`src/verilog/vdsd_pkg.sv`:
```
// constants, types and helper functions for the vme dram slave decoder
// ----------------------------------------------------------------------------
// Overview of operation
// - the window size strap codes 0000, 0001, 0011, 0111 and 1111 open a 1, 2, 4, 8, 16 MB window.
// - in the variant build the window strap narrows only the a24 window, a32 sees all dram.
// - a base must be aligned to the full installed dram size; 4 MB allows 0, 4, 8 or C (x1 MB).
// - with 8 MB fitted the a24 base may only be zero or 0x80_0000.
// - with 12 or 16 MB fitted the a24 base must be zero.
// - a24 addresses are compared against a four-bit base strap holding a20..a23.
// - a32 base bits a24..a31 come from an eight-bit base strap.
// - a strap bit is 0 when its jumper is fitted and 1 when it is absent.
// - in the standard build the a32 base is the a32 strap plus the a24 base strap.
// - in the variant build the a32 base comes from the a32 strap alone.
// - the dram is aligned in a32 space to the full installed size as well.
// - vme byte offsets become local longword offsets by dividing by four.
// - while the host block bit (d4 of the host register at short base + 4) is 1, no dram access.
// - the a32 strap defaults to all zero, an a32 base of zero.
// - the host control register decodes in short space for modifiers 29 and 2d only.
// ----------------------------------------------------------------------------
package vdsd_pkg;

   // ----------------------------------------------------------------------------
   // address modifiers and spaces
   // ----------------------------------------------------------------------------
   localparam logic [5:0] AM_A16_USR = 6'h29;
   localparam logic [5:0] AM_A16_SUP = 6'h2D;

   typedef enum logic [1:0] {
      SP_NONE = 2'b00,
      SP_A16 = 2'b01,
      SP_A24 = 2'b11,
      SP_A32 = 2'b10
   } vdsd_space_e;

   // ----------------------------------------------------------------------------
   // window size strap codes, also the don't-care mask over a23..a20
   // ----------------------------------------------------------------------------
   localparam logic [3:0] WIN_1MB = 4'h0;
   localparam logic [3:0] WIN_2MB = 4'h1;
   localparam logic [3:0] WIN_4MB = 4'h3;
   localparam logic [3:0] WIN_8MB = 4'h7;
   localparam logic [3:0] WIN_16MB = 4'hF;

   // short-space host control register and its block bit
   localparam logic [15:0] HCR_OFFSET = 16'h0004;
   localparam int unsigned HCR_BLOCK_BIT = 4;

   // ----------------------------------------------------------------------------
   // wishbone register map
   // ----------------------------------------------------------------------------
   localparam logic [7:0] REG_CTRL = 8'h00;
   localparam logic [7:0] REG_STATUS = 8'h04;
   localparam logic [7:0] REG_BASES = 8'h08;
   localparam logic [7:0] REG_CLAIMS = 8'h0C;
   localparam int unsigned CTRL_ENABLE_BIT = 0;

   // ----------------------------------------------------------------------------
   // reset values
   // ----------------------------------------------------------------------------
   localparam logic [3:0] STRAP_WIN_RST = 4'h0;
   localparam logic [3:0] STRAP_A24_RST = 4'h0;
   localparam logic [7:0] STRAP_A32_RST = 8'h00;
   localparam logic CTRL_ENABLE_RST = 1'b1;
   localparam logic BLOCK_RST = 1'b0;

   // strap levels as seen on the pins (fitted jumper pulls a bit to 0)
   typedef struct packed {
      logic [3:0] window;
      logic [3:0] a24;
      logic [7:0] a32;
      logic [15:0] short_base;
   } vdsd_straps_s;

   // one vme slave address phase
   typedef struct packed {
      logic valid;
      logic write;
      logic [5:0] am;
      logic [31:0] addr;
      logic [15:0] data;
   } vdsd_vme_req_s;

   // decoder answer, one cycle after the address phase
   typedef struct packed {
      logic dram_claim;
      logic a32_claim;
      logic hcr_claim;
      logic [21:0] lw_addr;
   } vdsd_vme_rsp_s;

   // all state of the top module
   typedef struct packed {
      vdsd_straps_s straps;
      logic captured;
      logic block;
      logic enable;
      vdsd_vme_rsp_s rsp;
      logic [15:0] claims;
      logic ack;
      logic [31:0] rdata;
   } vdsd_state_s;

   // address modifier to space
   function automatic vdsd_space_e am_space(input logic [5:0] am);
      vdsd_space_e s;
      s = SP_NONE;
      if (am == AM_A16_USR || am == AM_A16_SUP) begin
         s = SP_A16;
      end else if (am[5:2] == 4'hE || am[5:2] == 4'hF) begin
         s = SP_A24;
      end else if (am[5:2] == 4'h2 || am[5:2] == 4'h3) begin
         s = SP_A32;
      end
      return s;
   endfunction : am_space

   // legal window code check
   function automatic logic win_legal(input logic [3:0] code);
      return code == WIN_1MB || code == WIN_2MB || code == WIN_4MB ||
             code == WIN_8MB || code == WIN_16MB;
   endfunction : win_legal

   // full installed size rounded up to a power of two, as a mask over a23..a20
   function automatic logic [3:0] full_mask(input int unsigned dram_mb);
      logic [3:0] m;
      if (dram_mb <= 1) begin
         m = WIN_1MB;
      end else if (dram_mb <= 2) begin
         m = WIN_2MB;
      end else if (dram_mb <= 4) begin
         m = WIN_4MB;
      end else if (dram_mb <= 8) begin
         m = WIN_8MB;
      end else begin
         m = WIN_16MB;
      end
      return m;
   endfunction : full_mask

endpackage : vdsd_pkg

```
`src/verilog/vdsd_window_match.sv`:
```
// window compare and longword offset for one address space
`timescale 1ns/1ps
module vdsd_window_match (
   input wire logic [31:0] addr_i,
   input wire logic [11:0] base_i,
   input wire logic [3:0] mask_i,
   input wire logic upper_i,
   output logic hit_o,
   output logic [21:0] lw_off_o
);
   import vdsd_pkg::*;

   logic [11:0] care;

   // a20..a23 under the window mask are free, a24..a31 only count in a32
   always_comb begin
      care = {{8{upper_i}}, ~mask_i};
      hit_o = ((addr_i[31:20] ^ base_i) & care) == 12'h000;
      lw_off_o = {addr_i[23:20] & mask_i, addr_i[19:2]};
   end

endmodule : vdsd_window_match

```
`src/verilog/vdsd_top.sv`:
```
// vme slave decoder placing the shared dram in a24 and a32 space
`timescale 1ns/1ps
module vdsd_top #(
   parameter int unsigned DRAM_MB = 4,
   parameter bit VARIANT = 1'b0
) (
   input wire logic clk_i,
   input wire logic rst_i,
   input wire vdsd_pkg::vdsd_straps_s straps_i,
   input wire vdsd_pkg::vdsd_vme_req_s vme_i,
   output vdsd_pkg::vdsd_vme_rsp_s vme_o,
   output logic dram_block_o,
   input wire logic wb_cyc_i,
   input wire logic wb_stb_i,
   input wire logic wb_we_i,
   input wire logic [7:0] wb_adr_i,
   input wire logic [3:0] wb_sel_i,
   input wire logic [31:0] wb_dat_i,
   output logic [31:0] wb_dat_o,
   output logic wb_ack_o
);
   import vdsd_pkg::*;

   localparam logic [3:0] FULL_MASK = full_mask(DRAM_MB);

   // ----------------------------------------------------------------------------
   // state and derived decode terms
   // ----------------------------------------------------------------------------
   vdsd_state_s st_r;
   vdsd_state_s st_nxt;
   vdsd_space_e spc;
   logic win_ok;
   logic [3:0] win_mask;
   logic [3:0] a32_mask;
   logic [11:0] a24_base;
   logic [11:0] a32_base;
   logic a24_err;
   logic a32_err;
   logic a24_hit;
   logic a32_hit;
   logic [21:0] a24_lw;
   logic [21:0] a32_lw;
   logic [15:0] hcr_addr;
   logic hcr_hit;
   logic claim_ok;
   logic wb_req;

   // an illegal window code falls back to the smallest window rather than guessing
   always_comb begin
      spc = am_space(vme_i.am);
      win_ok = win_legal(st_r.straps.window);
      win_mask = win_ok ? st_r.straps.window : WIN_1MB;
      a32_mask = VARIANT ? FULL_MASK : win_mask;
      a24_base = {8'h00, st_r.straps.a24};
      // the standard sum cannot carry, a24 only fills the low nibble, so a31..a24 equal the a32 strap
      if (VARIANT) begin
         a32_base = {st_r.straps.a32, 4'h0};
      end else begin
         a32_base = {st_r.straps.a32, 4'h0} + {8'h00, st_r.straps.a24};
      end
      // alignment follows full installed size, not the reduced window
      a24_err = (st_r.straps.a24 & FULL_MASK) != 4'h0;
      a32_err = (a32_base[3:0] & FULL_MASK) != 4'h0;
      // the host register sits one longword above the short-space base
      hcr_addr = st_r.straps.short_base + HCR_OFFSET;
      hcr_hit = vme_i.valid && st_r.captured && spc == SP_A16 &&
                vme_i.addr[15:2] == hcr_addr[15:2];
   end

   // ----------------------------------------------------------------------------
   // window compare, one per space
   // ----------------------------------------------------------------------------
   vdsd_window_match u_a24 (
      .addr_i(vme_i.addr),
      .base_i(a24_base),
      .mask_i(win_mask),
      .upper_i(1'b0),
      .hit_o(a24_hit),
      .lw_off_o(a24_lw)
   );

   vdsd_window_match u_a32 (
      .addr_i(vme_i.addr),
      .base_i(a32_base),
      .mask_i(a32_mask),
      .upper_i(1'b1),
      .hit_o(a32_hit),
      .lw_off_o(a32_lw)
   );

   // claim only a matching, aligned, unblocked a24/a32 address; all else stays silent
   assign claim_ok = vme_i.valid && st_r.captured && st_r.enable && !st_r.block &&
                     ((spc == SP_A24 && a24_hit && !a24_err) ||
                      (spc == SP_A32 && a32_hit && !a32_err));

   assign wb_req = wb_cyc_i && wb_stb_i && !st_r.ack;

   // ----------------------------------------------------------------------------
   // next state
   // ----------------------------------------------------------------------------
   always_comb begin
      st_nxt = st_r;
      // jumpers are read once after reset; a live change would move the window mid-cycle
      if (!st_r.captured) begin
         st_nxt.straps = straps_i;
         st_nxt.captured = 1'b1;
      end
      st_nxt.rsp.dram_claim = claim_ok;
      st_nxt.rsp.a32_claim = claim_ok && spc == SP_A32;
      st_nxt.rsp.hcr_claim = hcr_hit;
      if (claim_ok) begin
         st_nxt.rsp.lw_addr = (spc == SP_A32) ? a32_lw : a24_lw;
      end
      // only the vme host owns the block bit
      if (hcr_hit && vme_i.write) begin
         st_nxt.block = vme_i.data[HCR_BLOCK_BIT];
      end
      // counter write clears; a claim in the same cycle still counts
      if (wb_req && wb_we_i && wb_adr_i == REG_CLAIMS && wb_sel_i[0]) begin
         st_nxt.claims = {15'h0000, claim_ok};
      end else if (claim_ok) begin
         st_nxt.claims = st_r.claims + 16'h0001;
      end
      st_nxt.ack = wb_req;
      if (wb_req) begin
         st_nxt.rdata = 32'h0000_0000;
         unique case (wb_adr_i)
            REG_CTRL: begin
               st_nxt.rdata = {31'h0000_0000, st_r.enable};
               if (wb_we_i && wb_sel_i[0]) begin
                  st_nxt.enable = wb_dat_i[CTRL_ENABLE_BIT];
               end
            end
            REG_STATUS: begin
               // the top byte is unused and reads zero
               st_nxt.rdata = {8'h00, st_r.straps.a32, st_r.straps.a24, st_r.straps.window,
                               3'h0, a32_err, a24_err, win_ok, st_r.captured,
                               st_r.block};
            end
            REG_BASES: begin
               st_nxt.rdata = {12'h000, a24_base[3:0], 4'h0, a32_base};
            end
            REG_CLAIMS: begin
               st_nxt.rdata = {16'h0000, st_r.claims};
            end
            default: begin
               st_nxt.rdata = 32'h0000_0000; // unmapped reads zero, writes dropped
            end
         endcase
      end
   end

   // ----------------------------------------------------------------------------
   // state register
   // ----------------------------------------------------------------------------
   always_ff @(posedge clk_i) begin
      if (rst_i) begin
         st_r <= '0;
         st_r.straps.window <= STRAP_WIN_RST;
         st_r.straps.a24 <= STRAP_A24_RST;
         st_r.straps.a32 <= STRAP_A32_RST;
         st_r.enable <= CTRL_ENABLE_RST;
         st_r.block <= BLOCK_RST;
      end else begin
         st_r <= st_nxt;
      end
   end

   // every output comes straight from the state register
   assign vme_o = st_r.rsp;
   assign dram_block_o = st_r.block;
   assign wb_dat_o = st_r.rdata;
   assign wb_ack_o = st_r.ack;
endmodule : vdsd_top

```
`config.mk`:
```
export PLATFORM = sky130hd
export DESIGN_NAME = vdsd_top
export DESIGN_NICKNAME = d
export VERILOG_FILES = /design/src/verilog/vdsd_pkg.sv /design/src/verilog/vdsd_window_match.sv /design/src/verilog/vdsd_top.sv
export SDC_FILE = /design/constraint.sdc
export NUM_CORES = 1
export LEC_CHECK = 0
export ABC_AREA = 1
export BUFFER_PORTS_ARGS = -buffer_cell sky130_fd_sc_hd__buf_4
export CAP_MARGIN = 20
export CELL_PAD_IN_SITES_DETAIL_PLACEMENT = 0
export CELL_PAD_IN_SITES_GLOBAL_PLACEMENT = 1
export CORE_AREA = 4 4 183 114
export CTS_BUF_LIST = sky130_fd_sc_hd__clkbuf_4
export DETAILED_ROUTE_END_ITERATION = 6
export DIE_AREA = 0 0 187 118
export PLACE_DENSITY_LB_ADDON = 0.25
export SLEW_MARGIN = 20
export SYNTH_ARGS = -nofsm -noshare
export SYNTH_HDL_FRONTEND = slang
export SYNTH_HIERARCHICAL = 1
export SYNTH_SLANG_ARGS = --single-unit
```
`constraint.sdc`:
```
create_clock -name clk_i -period 2.3 [get_ports clk_i]
set_input_delay 0.345 -clock clk_i [delete_from_list [all_inputs] [get_ports clk_i]]
set_output_delay 0.345 -clock clk_i [all_outputs]
set_load 0.05 [all_outputs]
```
Word-level counts from Yosys, hierarchy flattened
Cells that the tools add are included.
{"block": "classes", "n_reduce_logical": 39, "n_eq_ne": 17, "muxes": 7, "n_addsub": 3, "bitwise_logic": 6}
{"operator": "case mux 24 bit (4 select lines)", "n": 1}
{"operator": "logical NOT 12 bit", "n": 2}
{"operator": "logical AND 1 bit", "n": 18}
{"operator": "adder 16 x 1 -> 16 bit, second input constant", "n": 1}
{"operator": "adder 16 x 3 -> 16 bit, second input constant", "n": 1}
{"operator": "equality test 8 x 4 -> 1 bit, second input constant", "n": 2}
{"operator": "equality test 14 bit", "n": 1}
{"operator": "adder 12 x 4 -> 12 bit", "n": 1}
{"operator": "bitwise AND 12 bit", "n": 1}
{"operator": "bitwise AND 12 x 4 -> 12 bit", "n": 1}
{"operator": "equality test 4 x 2 -> 1 bit, second input constant", "n": 3}
{"operator": "equality test 4 bit, second input constant", "n": 3}
{"operator": "equality test 6 bit, second input constant", "n": 2}
{"operator": "bitwise XOR 12 bit", "n": 1}
{"operator": "bitwise XOR 12 x 4 -> 12 bit", "n": 1}
{"operator": "equality test 8 x 3 -> 1 bit, second input constant", "n": 1}
{"operator": "logical NOT 8 bit", "n": 1}
{"operator": "logical OR 1 bit", "n": 8}
{"operator": "nonzero test 4 bit", "n": 2}
{"operator": "2-to-1 mux 2 bit", "n": 3}
{"operator": "bitwise AND 4 bit", "n": 1}
{"operator": "equality test 2 bit, second input constant", "n": 2}
{"operator": "equality test 4 x 1 -> 1 bit, second input constant", "n": 1}
{"operator": "equality test 4 x 3 -> 1 bit, second input constant", "n": 1}
{"operator": "9 further kinds", "n": 13}
{"block": "word_totals", "reg_bits": 109, "wordCells": 87, "output_inout_bits": 59, "in_bits": 137}

Longest topological paths before layout
{"block": "logic_depth", "ltp_word": 15, "ltp_mapped": 19, "mapped_depth_nobuf": 19}

Hierarchy
The synthesis kept the hierarchy.
{"module": "vdsd_top", "instances": 1, "seq_area_each_um2": 1981.9, "area_per_inst_um2": 5263.8, "cells_per_inst": 749}
{"module": "vdsd_window_match", "instances": 2, "seq_area_each_um2": 0.0, "area_per_inst_um2": 479.2, "cells_per_inst": 96}

Worst setup path after synthesis
No wires, ideal clock.
{"block": "synth_timing", "path_type": "flip-flop to flip-flop", "start": "register st_r[105] (netlist bit)", "end": "register st_r[42] (netlist bit)", "setup_time_ps": 120, "stages_incl_launch_ff": 18, "setup_slack_ps": 136, "t_required_ps": 2180, "path_buffers": 0, "arrival_ps": 2044, "period_less_slack_ps": 2164, "path_cell_list": "dfxtp_1 -> inv_1 -> nor4_1 -> inv_1 -> nand3_1 -> nand2_1 -> nor2_1 -> nand2_1 -> nor2_2 -> nand4_1 -> nand2_1 -> nand2_2 -> clkinv_2 -> nand2_2 -> nor2_2 -> nand2_1 -> o21ai_1 -> a21oi_1"}
{"block": "synth_via", "elab_chain_cells": 13, "elab_cells_between_ends": 21, "classes_between": "eq/ne (4); mux (1); bitwise (3); reduce/logical (13)"}
{"element": "from (decl)", "line_no": "vdsd_top.sv:29", "source": "vdsd_state_s st_r;"}
{"element": "from (signal assigned)", "line_no": "vdsd_top.sv:165", "source": "st_r <= st_nxt;"}
{"element": "equality test 4 x 1 -> 1 bit / logical NOT 4 bit (equally long branches)", "line_no": "vdsd_pkg.sv:119", "source": "return code == WIN_1MB || code == WIN_2MB || code == WIN_4MB ||"}
{"element": "logical OR 1 bit (3 in a row)", "line_no": "vdsd_pkg.sv:119"}
{"element": "logical OR 1 bit *", "line_no": "vdsd_pkg.sv:120", "source": "code == WIN_8MB || code == WIN_16MB;"}
{"element": "2-to-1 mux 4 bit *", "line_no": "vdsd_top.sv:52", "source": "win_mask = win_ok ? st_r.straps.window : WIN_1MB;"}
{"element": "named net a32_mask[3]", "line_no": "vdsd_top.sv:34", "source": "logic [3:0] a32_mask;"}
{"element": "NOT 4 bit *", "line_no": "vdsd_window_match.sv:17", "source": "care = {{8{upper_i}}, ~mask_i};"}
{"element": "bitwise AND 12 x 4 -> 12 bit *", "line_no": "vdsd_window_match.sv:18", "source": "hit_o = ((addr_i[31:20] ^ base_i) & care) == 12'h000;"}
{"element": "logical NOT 12 bit *", "line_no": "vdsd_window_match.sv:18"}
{"element": "named net a24_hit", "line_no": "vdsd_top.sv:39", "source": "logic a24_hit;"}
{"element": "logical AND 1 bit * (2 in a row)", "line_no": "vdsd_top.sv:93", "source": "((spc == SP_A24 && a24_hit && !a24_err) ||"}
{"element": "logical OR 1 bit *", "line_no": "vdsd_top.sv:93"}
{"element": "logical AND 1 bit *", "line_no": "vdsd_top.sv:92", "source": "assign claim_ok = vme_i.valid && st_r.captured && st_r.enable && !st_r.block &&"}
The timed path passes the listed nets; every way through them passes the cells marked *.
A chain may end at the register's enable or synchronous reset.

Worst setup path after layout
{"block": "layout_timing", "start": "register st_r[107] (netlist bit)", "end": "register st_r[45] (netlist bit)"}
Same word-level chain as after synthesis.

==> impl_metrics.yaml <==
setup_path:
  crit_family: "simple AND/OR/NAND/NOR gates"
  crit_path_end_kind: "register"
  cp_data_arrival_time_ps: 2730
  critPathLaunchType: "register"
  crit_buf_inv: 3
  path_class: "reg2reg"
  crit_slowest_cell: "dfxtp_4"
  worstPathCellList: "nand2_4, o21ai_2, o21ai_2, nor2_2, buf_6, nand3b_1, nand2_1, nor2_2, nand2_1, nor2_2, nand4_1, nand2_1, nand2_2, clkinv_4, nand4_1, inv_2, nand4_1, a21oi_1"
  worstPathMaxFanout: 6
  slowest_delay_ps: 420
  critPathRequiredTime_ps: 2710
cts:
  cts_tree: "yes"
  clk_pin_slew_ps: 160
  clock_path_buffers: 2
  cts_buffers: 9
  insertion_delay_ps: 480
  root_buffer: "clkbuf_4"
  cts.htree.levels: 3
  cts_sinks: 99
sta:
  fmax_mhz: 430
  hold_viol: 0
  slew_headroom: 0.653
  grt_setup_unrepaired: "yes"
  fin_tns_setup_ps: -40.8
  maxSlewViolCount: 0
  tightest_slew_ps: 519
  post-route-period-util: 1.01
  period_needed_ps: 2320
  worst_slack_ps: -23.1
  whs_ps: 89.6
  setup_violations: 2
  clock_skew_ps: 26.9
layout:
  n_antenna_cell: 0
  syn_to_final_growth_pct: 18.7
  multi_input_area_sq_mm: 0.00310
  regArea_sq_mm: 0.00199
  fill_cells: 2028
  layout_common_cells: "nand2_1, buf_4, inv_1, dfxtp_1"
  final_util: 0.390
  drive_above_1_share: 0.253
  fin_area_sq_mm: 0.00738
  layout_commonest_cell: "nand2_1"
  fin_cells: 1274
  nNetsFinal: 1163
power:
  total_power_mw: 3.35
  power_density_mw_per_mm2: 453
  leakagePower_nw: 3.33
  ir_worst_vdd_v: 0.000192
floorplanning:
  die_w_um: 187
  ios: 196
  dieArea_sq_mm: 0.0221
  core_sq_mm: 0.0189
  start_util: 0.329
  rows: 39
  die_y_um: 118
place:
  place.gp.congestion: 0.859
  hpwl_um: 15100
  port_buffers: 133
  dp_cells: 1251
  dp_slack_ps: -135
  postPlaceCellArea_sq_mm: 0.00703
detailed_routing:
  vias_per_cell: 4.52
  via_count: 5760
  drt-total-wl_um: 19100
  ant_nets: 0
  drc: 0
  first_pass_iters: 5
  dr.first_iter.drc_count: 402
  routedWlPerCell_um: 15.0
synthesis:
  ys_seq_area_frac: 0.319
  synth.avg_cell_area_sq_um: 6.61
  synth_cell_types: 43
  syn_inst: 941
  ys_ff_latch: 99
  yosys-top-cells-area: "dfxtp_1, nand2_1, buf_4"
  syn_area_sq_mm: 0.00622
  synth_enable_flop_cells: 0
  yosysWarnings: 6
  netlist.area_leader.share: 0.319
  yosys.area.top_type: "dfxtp_1"
  ys.flop_type: "dfxtp_1"
  synthArstFlopShare: 0
global_routing:
  grt_pass1_wl_um: 29100
  grt_max_degree: 52
  grt_pass1_vias: 5006
  antenna_found_initial: 0
  track_usage: 0.168
  grt-ovfl-total: 0
run_status:
  outcome: "complete, but fails checks"
  violations: "negative setup slack"
flow_run:
  maxCapViolCount: 0
hold_path:
  hp-class: "in2reg"
==> worst min-delay path: cells and delay by family <==
family | cells | cell delay (ps)
buf+inv | 1 | 70
compound gates | 1 | 60
simple gates | 1 | 70
==> registers in the layout, summed over array words and instances (netlist names) <==
register      cells
st_r             44
a24_base          4
dram_block_o      1
vme_o            25
wb_dat_o         24
wb_ack_o          1
==> Yosys cell counts, types with 4 or more instances <==
master      n
inv_1     120
o21ai_0    62
dfxtp_1    99
o22ai_1    12
o221ai_1    5
nor2_2     12
nor3_1      9
buf_4      94
a21oi_1    61
nor2_1     48
o21ai_1     6
buf_2       6
xor2_1      7
nand3b_1    7
a31oi_1    22
xnor2_1     6
nand2_1   243
clkbuf_1   22
nand3_2     6
nand4_1     8
nor2_4      4
nand2_2     7
buf_6       5
nand3_1    42
==> power by group <==
| group | internal [mW] | switching [mW] | total, mW |
|---|---|---|---|
| registers | 1.76 | 0.0526 | 1.81 |
| clock network | 0.335 | 0.601 | 0.936 |
| logic | 0.246 | 0.356 | 0.602 |
| total | 2.34 | 1.01 | 3.35 |
==> path summary, 6_finish.rpt <==
kind / end / start / slack [ps] / cells past startpoint
worst max-delay path: st_r[45]$_SDFFE_PP0P_ / st_r[107]$_SDFFE_PP0N_ / -20 / 18
worst min-delay path: st_r[84]$_SDFFE_PP0N_ / straps_i[7] / 90 / 3
worst max register to register: st_r[45]$_SDFFE_PP0P_ / st_r[107]$_SDFFE_PP0N_ / -20 / 18
worst min register to register: st_r[48]$_SDFFE_PP0P_ / st_r[48]$_SDFFE_PP0P_ / 470 / 2
==> layer usage <==
metal	routed length (um)	share of wire	GRT usage
met1	10500	0.55	0.274
met2	7320	0.38	0.219
met3	1250	0.065	0.0379
met4	93	0.0049	0.0277
met5	0	0	0
==> logic make-up after synthesis <==
family          count (synthesis)  share of synthesized area
other cells                     2                    0.00121
flops                          99                      0.319
compound gates                172                      0.151
buf+inv                       252                      0.216
xor+xnor                       13                     0.0183
fa+ha+maj                       2                    0.00402
simple gates                  401                      0.291
==> layout make-up <==
cell class,instances,share of cell area
clock buffer,10,0.0102
clock inverter,5,0.00746
inverter,125,0.0646
multi-input combinational,614,0.420
sequential,99,0.270
tap,246,0.0417
timing repair buffer,175,0.187
==> what timing repair did <==
item / CTS / global route
gates resized for setup: 12 / 40
endpoints found under the setup margin: 34 / 39
pin swaps: 6 / 19
hold buffers: 0 / 0
cloned: 0 / 1
buffers inserted: 2 / 6
Power figures use the tool's default switching activity.
